--- config.mk ---
export PLATFORM = sky130hd
export DESIGN_NAME = sacc_top
export DESIGN_NICKNAME = d
export VERILOG_FILES = /design/src/shared/sacc_pkg.sv /design/src/shared/sacc_link_if.sv /design/src/hw/sacc_prescaler.sv /design/src/hw/sacc_trigger.sv /design/src/hw/sacc_top.sv
export SDC_FILE = /design/constraint.sdc
export NUM_CORES = 1
export LEC_CHECK = 0
export ABC_AREA = 1
export BUFFER_PORTS_ARGS = -buffer_cell sky130_fd_sc_hd__buf_4
export CORE_ASPECT_RATIO = 0.75
export CORE_MARGIN = 10
export CORE_UTILIZATION = 45
export CTS_BUF_LIST = sky130_fd_sc_hd__clkbuf_16
export CTS_CLUSTER_SIZE = 16
export DETAILED_ROUTE_END_ITERATION = 6
export SYNTH_ARGS = -nofsm -noshare
export SYNTH_HDL_FRONTEND = slang
export SYNTH_HIERARCHICAL = 1
export SYNTH_SLANG_ARGS = --single-unit
--- constraint.sdc ---
create_clock -name clk -period 3.3 [get_ports clk]
set_input_delay 0.165 -clock clk [delete_from_list [all_inputs] [get_ports clk]]
set_output_delay 0.165 -clock clk [all_outputs]
set_load 0.05 [all_outputs]
--- src/shared/sacc_pkg.sv ---
// Function
// - Result is ten bits over two bytes, right or left adjusted.
// - Reading the low byte blocks result updates until the high byte is read.
// - Reading the high byte lifts the update block.
// - Completion flag is set even when the result is discarded.
// - Start bit begins one conversion, stays one, clears on completion.
// - A channel change during a conversion waits for its end.
// - Selections apply only while enabled; disabled means no analog power.
// - Auto-trigger edge resets the prescaler and starts a conversion.
// - Edges during a conversion and levels at completion start nothing.
// - Flag used as trigger must be cleared by software between events.
// - Completion flag as trigger chains conversions; software starts the first.
// - Start bit reads one when busy; writing it starts even under auto-trigger.
// - Prescaler runs while enabled, held reset otherwise, ratio from field.
// - A start bit write begins at the next conversion clock rising edge.
// - Normal conversion is 13 cycles; the first after enable is 25.
// - Sampling at 1.5 cycles normally and 13.5 cycles on the first.
// - Completion writes result, sets flag, clears start bit in single mode.
// - Triggered conversion samples 2 cycles after the edge, lasts 13.5.
// - Free running restarts at once with the start bit kept high.
// - Input select picks one of eight pins, ground or bandgap.
// - Reference select picks analog supply, internal 1.1V or reference pin.
// - Selections buffered, frozen during conversion, reopened in last cycle.
package sacc_pkg;
  typedef enum logic [0:0] {
    SACC_IDLE = 1'b0,
    SACC_CONV = 1'b1
  } sacc_state_e;
  // Register indices on the three-bit address port.
  localparam logic [2:0] ADDR_RESULT_LOW  = 3'h0;
  localparam logic [2:0] ADDR_RESULT_HIGH = 3'h1;
  localparam logic [2:0] ADDR_CONTROL_A   = 3'h2;
  localparam logic [2:0] ADDR_CONTROL_B   = 3'h3;
  localparam logic [2:0] ADDR_INPUT_SEL   = 3'h4;
  localparam logic [2:0] ADDR_POWER       = 3'h5;
  // Field positions in conv_control_a and input_select_reg.
  localparam int BIT_ENABLE = 7;
  localparam int BIT_START  = 6;
  localparam int BIT_AUTO   = 5;
  localparam int BIT_FLAG   = 4;
  localparam int BIT_LEFT   = 5;
  localparam int POS_REF    = 6;
  // Reset values.
  localparam logic       POWER_REDUCE_RST = 1'b1;
  localparam logic [3:0] CHAN_RST         = 4'h0;
  // Trigger select value that chains on the completion flag.
  localparam logic [2:0] TRIG_FREE_RUN = 3'h0;
  // Conversion timing in conversion clock cycles.
  localparam logic [4:0] NORMAL_LEN    = 5'h0d;
  localparam logic [4:0] FIRST_LEN     = 5'h19;
  localparam logic [4:0] NORMAL_SAMPLE = 5'h01;
  localparam logic [4:0] FIRST_SAMPLE  = 5'h0d;
  localparam logic [4:0] AUTO_SAMPLE   = 5'h01;
  localparam logic [4:0] AUTO_END      = 5'h0d;
  // Prescale select 0 and 1 divide by two, n above divides by two to the n.
  function automatic logic [7:0] divisor(input logic [2:0] sel);
    divisor = (sel == 3'h0) ? 8'h02 : (8'h01 << sel);
  endfunction : divisor
endpackage : sacc_pkg

--- src/shared/sacc_link_if.sv ---
`timescale 1ns/1ns
interface sacc_link_if;
  logic       run;
  logic       restart;
  logic [2:0] divSel;
  logic       tick;
  logic       fallTick;
  logic [6:0] trigRaw;
  logic [2:0] trigSel;
  logic       trigEdge;
  modport ctrl  (output run, restart, divSel, trigRaw, trigSel,
                 input tick, fallTick, trigEdge);
  modport presc (input run, restart, divSel, output tick, fallTick);
  modport trig  (input trigRaw, trigSel, output trigEdge);
endinterface : sacc_link_if

--- src/hw/sacc_prescaler.sv ---
`timescale 1ns/1ns
module sacc_prescaler (
  input wire logic clk,
  input wire logic rst_n,
  sacc_link_if.presc lnk
);
  logic [7:0] cnt_reg;
  logic [7:0] div;
  assign div = sacc_pkg::divisor(lnk.divSel);
  // Counter is held at zero while disabled or on a trigger restart.
  always_ff @(posedge clk) begin
    if (!rst_n || !lnk.run || lnk.restart) begin
      cnt_reg <= 8'h00;
    end else if (cnt_reg == div - 8'h01) begin
      cnt_reg <= 8'h00;
    end else begin
      cnt_reg <= cnt_reg + 8'h01;
    end
  end
  // Rising edge ends the period, falling edge lies at its middle.
  assign lnk.tick     = lnk.run && !lnk.restart && (cnt_reg == div - 8'h01);
  assign lnk.fallTick = lnk.run && !lnk.restart && (cnt_reg == (div >> 1) - 8'h01);
endmodule : sacc_prescaler

--- src/hw/sacc_trigger.sv ---
`timescale 1ns/1ns
module sacc_trigger (
  input wire logic clk,
  input wire logic rst_n,
  sacc_link_if.trig lnk
);
  logic [6:0] sync1_reg;
  logic [6:0] sync2_reg;
  logic       prev_reg;
  logic       edge_reg;
  logic [7:0] srcs;
  logic       cur;
  // Source 0 is the internal chain, so a constant zero fills its slot.
  assign srcs = {sync2_reg, 1'b0};
  assign cur  = srcs[lnk.trigSel];
  // Two stages of synchronisation plus the edge stage give three cycles.
  always_ff @(posedge clk) begin
    if (!rst_n) begin
      sync1_reg <= 7'h00;
      sync2_reg <= 7'h00;
      prev_reg  <= 1'b0;
      edge_reg  <= 1'b0;
    end else begin
      sync1_reg <= lnk.trigRaw;
      sync2_reg <= sync1_reg;
      prev_reg  <= cur;
      edge_reg  <= cur && !prev_reg;
    end
  end
  assign lnk.trigEdge = edge_reg;
endmodule : sacc_trigger

--- src/hw/sacc_top.sv ---
// Strobed register access and the address map were left to the implementer.
`timescale 1ns/1ns
module sacc_top (
  input  wire logic       clk,
  input  wire logic       rst_n,
  input  wire logic [2:0] addr,
  input  wire logic [7:0] wrData,
  input  wire logic       wrStrobe,
  input  wire logic       rdStrobe,
  output logic      [7:0] rdData,
  input  wire logic [6:0] trigIn,
  input  wire logic [9:0] resultIn,
  output logic            analogPower,
  output logic            sampleHold,
  output logic            convBusy,
  output logic      [3:0] chanApplied,
  output logic      [1:0] refApplied,
  output logic            doneFlag,
  output logic            convDone
);
  sacc_link_if link ();

  sacc_prescaler uPresc (
    .clk   (clk),
    .rst_n (rst_n),
    .lnk   (link.presc)
  );

  sacc_trigger uTrig (
    .clk   (clk),
    .rst_n (rst_n),
    .lnk   (link.trig)
  );

  // Software-visible control state.
  logic       enable_reg;
  logic       auto_reg;
  logic [2:0] prescale_reg;
  logic       flag_reg;
  logic [2:0] trigSel_reg;
  logic [3:0] chan_reg;
  logic [1:0] ref_reg;
  logic       left_reg;
  logic       powerReduce_reg;
  // Sequencer state.
  sacc_pkg::sacc_state_e state_reg;
  logic       startReq_reg;
  logic [4:0] cycCnt_reg;
  logic       first_reg;
  logic       autoConv_reg;
  logic       lock_reg;
  logic [9:0] result_reg;
  logic [3:0] chanApplied_reg;
  logic [1:0] refApplied_reg;
  logic       sample_reg;
  logic       done_reg;
  logic [7:0] rdData_reg;
  logic [7:0] rdData_next;

  // Decoded strobes and derived conditions.
  logic       wrA;
  logic       rdLow;
  logic       rdHigh;
  logic       effEnable;
  logic       freeRun;
  logic       busy;
  logic       startWrite;
  logic       tickStart;
  logic       trigStart;
  logic       anyStart;
  logic       lastCycle;
  logic       endNow;
  logic       sampleNow;
  logic       startView;
  logic [4:0] endCnt;

  // One address compare serves every write decode and the result-byte read strobes; the read mux uses a case on addr.
  function automatic logic hit(input logic [2:0] a, input logic [2:0] idx);
    hit = (a == idx);
  endfunction : hit

  assign wrA    = wrStrobe && hit(addr, sacc_pkg::ADDR_CONTROL_A);
  assign rdLow  = rdStrobe && hit(addr, sacc_pkg::ADDR_RESULT_LOW);
  assign rdHigh = rdStrobe && hit(addr, sacc_pkg::ADDR_RESULT_HIGH);

  // The power-reduce bit overrides enable, so a set bit keeps all idle.
  assign effEnable = enable_reg && !powerReduce_reg;
  assign freeRun   = auto_reg && (trigSel_reg == sacc_pkg::TRIG_FREE_RUN);
  assign busy      = (state_reg == sacc_pkg::SACC_CONV);

  // Start bit writes count only when enabled; busy writes change nothing except in a single-mode completion cycle.
  assign startWrite = wrA && wrData[sacc_pkg::BIT_START] && effEnable;
  // A pending start waits for the next conversion clock rising edge.
  assign tickStart  = !busy && startReq_reg && link.tick && effEnable;
  // Only an idle converter honours a trigger edge.
  assign trigStart  = !busy && effEnable && auto_reg && !freeRun
                      && link.trigEdge;
  assign anyStart   = tickStart || trigStart;

  // Final count index; the first conversion always uses the long timing.
  always_comb begin
    if (first_reg) begin
      endCnt = sacc_pkg::FIRST_LEN - 5'h01;
    end else if (autoConv_reg) begin
      endCnt = sacc_pkg::AUTO_END;
    end else begin
      endCnt = sacc_pkg::NORMAL_LEN - 5'h01;
    end
  end

  assign lastCycle = busy && (cycCnt_reg == endCnt);

  // Triggered conversions other than the first end on a falling edge, giving the half cycle.
  always_comb begin
    if (!busy) begin
      endNow = 1'b0;
    end else if (autoConv_reg && !first_reg) begin
      endNow = link.fallTick && (cycCnt_reg == endCnt);
    end else begin
      endNow = link.tick && (cycCnt_reg == endCnt);
    end
  end

  // Sampling point per conversion kind.
  always_comb begin
    if (!busy) begin
      sampleNow = 1'b0;
    end else if (first_reg) begin
      sampleNow = link.fallTick && (cycCnt_reg == sacc_pkg::FIRST_SAMPLE);
    end else if (autoConv_reg) begin
      sampleNow = link.tick && (cycCnt_reg == sacc_pkg::AUTO_SAMPLE);
    end else begin
      sampleNow = link.fallTick && (cycCnt_reg == sacc_pkg::NORMAL_SAMPLE);
    end
  end

  // Start bit reads one whenever a conversion is pending or running.
  assign startView = startReq_reg || busy;

  // Prescaler and trigger hookup.
  assign link.run     = effEnable;
  assign link.restart = trigStart;
  assign link.divSel  = prescale_reg;
  assign link.trigRaw = trigIn;
  assign link.trigSel = trigSel_reg;

  // Control A holds enable, auto-trigger and prescale fields.
  always_ff @(posedge clk) begin
    if (!rst_n) begin
      enable_reg   <= 1'b0;
      auto_reg     <= 1'b0;
      prescale_reg <= 3'h0;
    end else if (wrA) begin
      enable_reg   <= wrData[sacc_pkg::BIT_ENABLE];
      auto_reg     <= wrData[sacc_pkg::BIT_AUTO];
      prescale_reg <= wrData[2:0];
    end
  end

  // Other writable registers; input selection is only the buffer copy.
  always_ff @(posedge clk) begin
    if (!rst_n) begin
      trigSel_reg     <= 3'h0;
      chan_reg        <= sacc_pkg::CHAN_RST;
      ref_reg         <= 2'h0;
      left_reg        <= 1'b0;
      powerReduce_reg <= sacc_pkg::POWER_REDUCE_RST;
    end else if (wrStrobe) begin
      if (hit(addr, sacc_pkg::ADDR_CONTROL_B)) begin
        trigSel_reg <= wrData[2:0];
      end
      if (hit(addr, sacc_pkg::ADDR_INPUT_SEL)) begin
        chan_reg <= wrData[3:0];
        ref_reg  <= wrData[sacc_pkg::POS_REF +: 2];
        left_reg <= wrData[sacc_pkg::BIT_LEFT];
      end
      if (hit(addr, sacc_pkg::ADDR_POWER)) begin
        powerReduce_reg <= wrData[0];
      end
    end
  end

  // Completion flag: hardware set beats a same-cycle software clear.
  always_ff @(posedge clk) begin
    if (!rst_n) begin
      flag_reg <= 1'b0;
    end else if (endNow) begin
      flag_reg <= 1'b1;
    end else if (wrA && wrData[sacc_pkg::BIT_FLAG]) begin
      flag_reg <= 1'b0;
    end
  end

  // Pending start request, dropped once the conversion has begun.
  always_ff @(posedge clk) begin
    if (!rst_n || !effEnable) begin
      startReq_reg <= 1'b0;
    end else if (anyStart) begin
      startReq_reg <= 1'b0;
    end else if (startWrite && !busy) begin
      startReq_reg <= 1'b1;
    end else if (startWrite && endNow && !freeRun) begin
      startReq_reg <= 1'b1;
    end
  end

  // Sequencer; disabling aborts any conversion in flight.
  always_ff @(posedge clk) begin
    if (!rst_n || !effEnable) begin
      state_reg    <= sacc_pkg::SACC_IDLE;
      cycCnt_reg   <= 5'h00;
      autoConv_reg <= 1'b0;
    end else begin
      case (state_reg)
        sacc_pkg::SACC_IDLE: begin
          if (anyStart) begin
            state_reg    <= sacc_pkg::SACC_CONV;
            cycCnt_reg   <= 5'h00;
            autoConv_reg <= trigStart;
          end
        end
        sacc_pkg::SACC_CONV: begin
          if (endNow && freeRun) begin
            cycCnt_reg   <= 5'h00;
            autoConv_reg <= 1'b0;
          end else if (endNow) begin
            state_reg    <= sacc_pkg::SACC_IDLE;
            autoConv_reg <= 1'b0;
          end else if (link.tick) begin
            cycCnt_reg <= cycCnt_reg + 5'h01;
          end
        end
        default: begin
          state_reg <= sacc_pkg::SACC_IDLE;
        end
      endcase
    end
  end

  // The long first conversion is owed again after every disable.
  always_ff @(posedge clk) begin
    if (!rst_n || !effEnable) begin
      first_reg <= 1'b1;
    end else if (endNow) begin
      first_reg <= 1'b0;
    end
  end

  // Result lock between a low-byte read and the following high-byte read.
  always_ff @(posedge clk) begin
    if (!rst_n) begin
      lock_reg <= 1'b0;
    end else if (rdLow) begin
      lock_reg <= 1'b1;
    end else if (rdHigh) begin
      lock_reg <= 1'b0;
    end
  end

  // A low read in the completion cycle also blocks, keeping bytes paired.
  always_ff @(posedge clk) begin
    if (!rst_n) begin
      result_reg <= 10'h000;
    end else if (endNow && !lock_reg && !rdLow) begin
      result_reg <= resultIn;
    end
  end

  // Applied selections follow the buffer only when idle or in the last cycle.
  always_ff @(posedge clk) begin
    if (!rst_n || !effEnable) begin
      chanApplied_reg <= sacc_pkg::CHAN_RST;
      refApplied_reg  <= 2'h0;
    end else if (!busy || lastCycle) begin
      chanApplied_reg <= chan_reg;
      refApplied_reg  <= ref_reg;
    end
  end

  // Event outputs are registered, so they trail their cause by one cycle.
  always_ff @(posedge clk) begin
    if (!rst_n) begin
      sample_reg <= 1'b0;
      done_reg   <= 1'b0;
    end else begin
      sample_reg <= sampleNow;
      done_reg   <= endNow;
    end
  end

  // Read mux; unmapped indices and idle cycles return zero.
  always_comb begin
    rdData_next = 8'h00;
    if (rdStrobe) begin
      case (addr)
        sacc_pkg::ADDR_RESULT_LOW: begin
          rdData_next = left_reg ? {result_reg[1:0], 6'h00}
                                 : result_reg[7:0];
        end
        sacc_pkg::ADDR_RESULT_HIGH: begin
          rdData_next = left_reg ? result_reg[9:2]
                                 : {6'h00, result_reg[9:8]};
        end
        sacc_pkg::ADDR_CONTROL_A: begin
          rdData_next = {enable_reg, startView, auto_reg, flag_reg,
                         1'b0, prescale_reg};
        end
        sacc_pkg::ADDR_CONTROL_B: begin
          rdData_next = {5'h00, trigSel_reg};
        end
        sacc_pkg::ADDR_INPUT_SEL: begin
          rdData_next = {ref_reg, left_reg, 1'b0, chan_reg};
        end
        sacc_pkg::ADDR_POWER: begin
          rdData_next = {7'h00, powerReduce_reg};
        end
        default: begin
          rdData_next = 8'h00;
        end
      endcase
    end
  end

  always_ff @(posedge clk) begin
    if (!rst_n) begin
      rdData_reg <= 8'h00;
    end else begin
      rdData_reg <= rdData_next;
    end
  end

  // Port drive.
  assign rdData      = rdData_reg;
  assign analogPower = effEnable;
  assign sampleHold  = sample_reg;
  assign convBusy    = busy;
  assign chanApplied = chanApplied_reg;
  assign refApplied  = refApplied_reg;
  assign doneFlag    = flag_reg;
  assign convDone    = done_reg;

  // Checks on the sequencer and the result path.
  a_lock_blocks_update: assert property (
    @(posedge clk) disable iff (!rst_n)
    (endNow && lock_reg) |=> $stable(result_reg))
    else $error("Locked result bytes were overwritten.");

  a_high_read_unlocks: assert property (
    @(posedge clk) disable iff (!rst_n)
    (rdHigh && !rdLow) ##1 (endNow && !rdLow) |=> (result_reg == $past(resultIn)))
    else $error("Result not taken after high byte read.");

  a_flag_on_discard: assert property (
    @(posedge clk) disable iff (!rst_n)
    endNow |=> (flag_reg && convDone))
    else $error("Completion flag missing after conversion end.");

  a_single_clears_start: assert property (
    @(posedge clk) disable iff (!rst_n)
    (endNow && !freeRun && !startWrite && effEnable) |=> !startView ##1 !convDone)
    else $error("Start bit still high after single conversion.");

  a_free_run_chains: assert property (
    @(posedge clk) disable iff (!rst_n)
    (endNow && freeRun && effEnable) |=> (busy && startView && cycCnt_reg == 5'h00))
    else $error("Free running did not restart.");

  a_trig_ignored_busy: assert property (
    @(posedge clk) disable iff (!rst_n)
    (busy && link.trigEdge && !endNow && effEnable)
      |=> (busy && (autoConv_reg == $past(autoConv_reg))))
    else $error("Trigger edge disturbed a running conversion.");

  a_disable_idles: assert property (
    @(posedge clk) disable iff (!rst_n)
    !effEnable |=> (!busy && !startReq_reg && first_reg && chanApplied == 4'h0))
    else $error("Disabled converter not idle.");

  a_sel_frozen_conv: assert property (
    @(posedge clk) disable iff (!rst_n)
    (busy && !lastCycle && effEnable && $past(busy)) |=> (!effEnable || $stable(chanApplied)))
    else $error("Channel changed during conversion.");

  a_trig_restarts_presc: assert property (
    @(posedge clk) disable iff (!rst_n)
    trigStart |=> (busy && autoConv_reg && !link.tick))
    else $error("Trigger did not start a conversion.");

  a_start_on_tick: assert property (
    @(posedge clk) disable iff (!rst_n)
    (!busy && startReq_reg && !link.tick && !trigStart) |=> !busy)
    else $error("Conversion began off the clock edge.");

  a_first_sample_point: assert property (
    @(posedge clk) disable iff (!rst_n)
    (sampleNow && first_reg) |-> (link.fallTick && cycCnt_reg == 5'h0d) ##1 sampleHold)
    else $error("First conversion sampled at wrong time.");

  a_first_length: assert property (
    @(posedge clk) disable iff (!rst_n)
    (endNow && first_reg) |-> (cycCnt_reg == 5'h18 && link.tick) ##1 convDone)
    else $error("First conversion length wrong.");
endmodule : sacc_top

==> results by group <==
Timing
  – Final Hold Fails: 0
  – Max Slew Vio Count: 0
  – Worst Max-Slew Pin Slew: roughly 0.81 ns
  – Final period utilization: 0.8766
  – Clk_skew: 0.009494 ns
  – RSZ-0062 raised after global routing: false
  – Worst slew margin: 0.4549
  – Max Freq: about 350 MHz
  – Minimum hold slack: 0.01511 ns
  – Tmin final: ~2.9 ns
  – Final setup viols: 0
  – Setup tns final: 0 ns

Layout
  – Final core utilization: 0.5605
  – Commonest non-fill, non-tap cell in the layout: nand2_1
  – Final instance area: about 4400 um^2
  – Filler cells: 789
  – Share of layout cells above drive strength 1: 0.1766
  – Number of diodes: 0
  – Final nets: 620
  – Combined area of the multi-input logic cells: around 1700 um^2
  – Register Area: 1543 um^2
  – Area Growth Syn to Fin: 20.44%
  – Max FFs per register: 10
  – Commonest non-fill, non-tap cells in the layout: 129 x nand2_1, 83 x nor2_1, 76 x inv_1, 76 x dfxtp_1, 53 x buf_4

Synth
  – Sequential fraction of the synthesis area: 0.4183
  – Ys Warns: 6
  – Mapped Avg Cell Area: around 6.9 um^2
  – Mapped Cells: around 530
  – Library cells used by synthesis: 34
  – Syn Nets: 570
  – Yosys reg bits: slightly below 80
  – Post-Syn Area: 3685 um^2

Critical path
  – CP Class: flop to flop
  – Crit path capture: result_reg[1]$_SDFFE_PN0P_
  – Crit start category: flop
  – R2r setup slk: 0.41 ns
  – Reg2Reg Depth: 19
  – Crit. End Element: flop
  – Arrival @ worst endpoint: ~3.1 ns
  – Worst Setup SP: link.divSel[1]$_SDFFE_PN0N_
  – Critical Path Most Common Cell: nor2_1
  – Crit path buf inv count: 3
  – Crit Path Max Fanout: 20
  – Slowest stage delay, CP: around 0.45 ns
  – FF-to-FF End: result_reg[1]$_SDFFE_PN0P_
  – Critical path's slowest cell: dfxtp_2
  – Top cell family by delay on the critical path: simple AND/OR/NAND/NOR gates
  – Required time of the critical path: 3.53 ns
  – Worst r2r src: link.divSel[1]$_SDFFE_PN0N_
  – Cell Chain, Critical Path: inv_1 > nor2_1 > nand2_1 > ha_1 > inv_1 > nand2_1 > nand2_1 > nor2_1 > nand2_1 > nor2_1 > nand3_2 > nor2_1 > inv_1 > nand2_2 > nand3_1 > nor2_2 > nand3_4 > nor2_1 > nor2_1
  – Levels on crit path: 19

Placement
  – Post-DP Area: 4129 um^2
  – Port-buffer cells: 50
  – Dpl hpwl: 6.648 mm
  – Routability Congestion: between 0.8 and 0.9

Clock network
  – Worst-case clock buffer depth: 2
  – TritonCTS buffer count: 9
  – Root Driver: clkbuf_16
  – Sink Count: slightly below 80
  – H-tree depth: 3
  – Worst-path clk slew: 0.06 ns
  – Worst-Skew Late Latency: about 0.33 ns
  – Post-CTS Setup Inserts: 0
  – CTS tree: yes

GRT
  – Global route overflow: 0
  – First-pass GRT wire length: between 10 and 15 mm
  – Initial antenna violation count: 0
  – Largest net degree at the start of global routing: 45
  – GRT Total Usage: 0.1441
  – Vias in the first global route: roughly 3100

Die
  – Starting utilization of the core area: 0.4654
  – Core box area: about 7900 um^2
  – Std cell rows: 28
  – Die width: roughly 120 um
  – Die area: approximately 12000 um^2
  – IO Pins: slightly above 50
  – Die extent in y: 98.37 um

Run status
  – Outcome: finished clean

Drt
  – Iteration-0 DRC Markers: 233
  – Via density: about 4.7
  – Routed WL: roughly 8.8 mm
  – Vias: 3284
  – Routed len/inst: 12.70 um
  – DRC Markers: 0
  – Post-DRT Antenna Nets: 0
  – DRT Pass-1 Iters: 6

Pwr
  – Pwr Density: between 400 and 500 nW/um^2
  – Leak: about 2 nW
  – Tot Pwr: a little over 0.002 W
  – Max VDD drop: just over 0.3 mV

Job
  – MaxCap Viol Count: 0

Hold path
  – Worst Hold Class: primary input to flop
## final cells by class
type | count | share of cell area
multi-input cells | 357 | 0.3922
flip-flops and latches | 77 | 0.3476
repair buffers | 53 | 0.08965
inverters | 86 | 0.07330
clock buffers | 9 | 0.05075
well taps | 105 | 0.02960
clock inverters | 7 | 0.01692
## timing repair
item,4_1_cts,5_1_grt
resized for setup,0,2
setup endpoints to repair,0,15
endpoints found under the hold margin,0,0
hold buffers,0,0
## per-layer routing
metal	global-route usage	part of all wire
met3	0.05078	0.077
met2	0.2164	0.41
met1	0.1909	0.50
met4	0.03843	0.0090
met5	0	0
## cell families (layout without fill, tap and decap cells)
group,after synthesis,after routing,share of synthesized area
simple gates,274,274,0.3239
buf+inv,100,155,0.1114
flops,77,77,0.4183
compound gates,66,66,0.1019
xor+xnor,13,13,0.03090
fa+ha+maj,4,4,0.01358
## stage by stage
stage	cells	worst slack (ns)
final	694	0.4073
after global routing	694	0.04533
after CTS	694	0.1607
after detailed placement	678	0.1884
after global placement	678	0.3875
after floorplan	534	0.8098
## worst min-delay path by stage
stage | startpoint | to | slack (ns) | depth (start not counted)
after floorplan | trigIn[2] | uTrig/sync1_reg[2]$_SDFF_PN0_ | 0.26 | 2
final | trigIn[6] | uTrig/sync1_reg[6]$_SDFF_PN0_ | 0.02 | 3
after detailed placement | trigIn[2] | uTrig/sync1_reg[2]$_SDFF_PN0_ | 0.35 | 3
after global routing | trigIn[2] | uTrig/sync1_reg[2]$_SDFF_PN0_ | 0.01 | 3
after CTS | trigIn[2] | uTrig/sync1_reg[2]$_SDFF_PN0_ | 0.006 | 3
after global placement | trigIn[2] | uTrig/sync1_reg[2]$_SDFF_PN0_ | 0.34 | 3
## Yosys cell counts, drive strengths merged
library cell	count	area [um^2]
xnor2	2	17.52
nand4	7	43.79
clkbuf	3	12.51
nor2	89	359.1
o211ai	2	15.01
o22ai	1	6.260
a221oi	4	35.03
a21oi	24	120.1
nor4	2	12.51
inv	86	325.3
buf	11	72.56
nor3	3	15.01
o31ai	1	7.510
o21ai	28	140.1
a31oi	1	6.260
xor2	11	96.34
a41oi	3	26.28
nand3b	1	7.510
nand2	138	545.5
nand3	34	210.2
ha	4	50.05
dfxtp	77	1541
a21boi	1	11.26
a22oi	1	7.510
## worst min-delay path: stages
cell and delay, ns:
buf_4 0.07, nand2_1 0.04, inv_1 0.04
## power by group
| part | switching, W | total (W) | internal (W) |
|---|---|---|---|
| clock network | 0.000392 | 0.000979 | 0.000588 |
| registers | 0.0000104 | 0.000957 | 0.000946 |
| logic | 0.0000628 | 0.000109 | 0.0000460 |
| total | 0.000465 | 0.00204 | 0.00158 |
(Power assumes the default switching activity.)
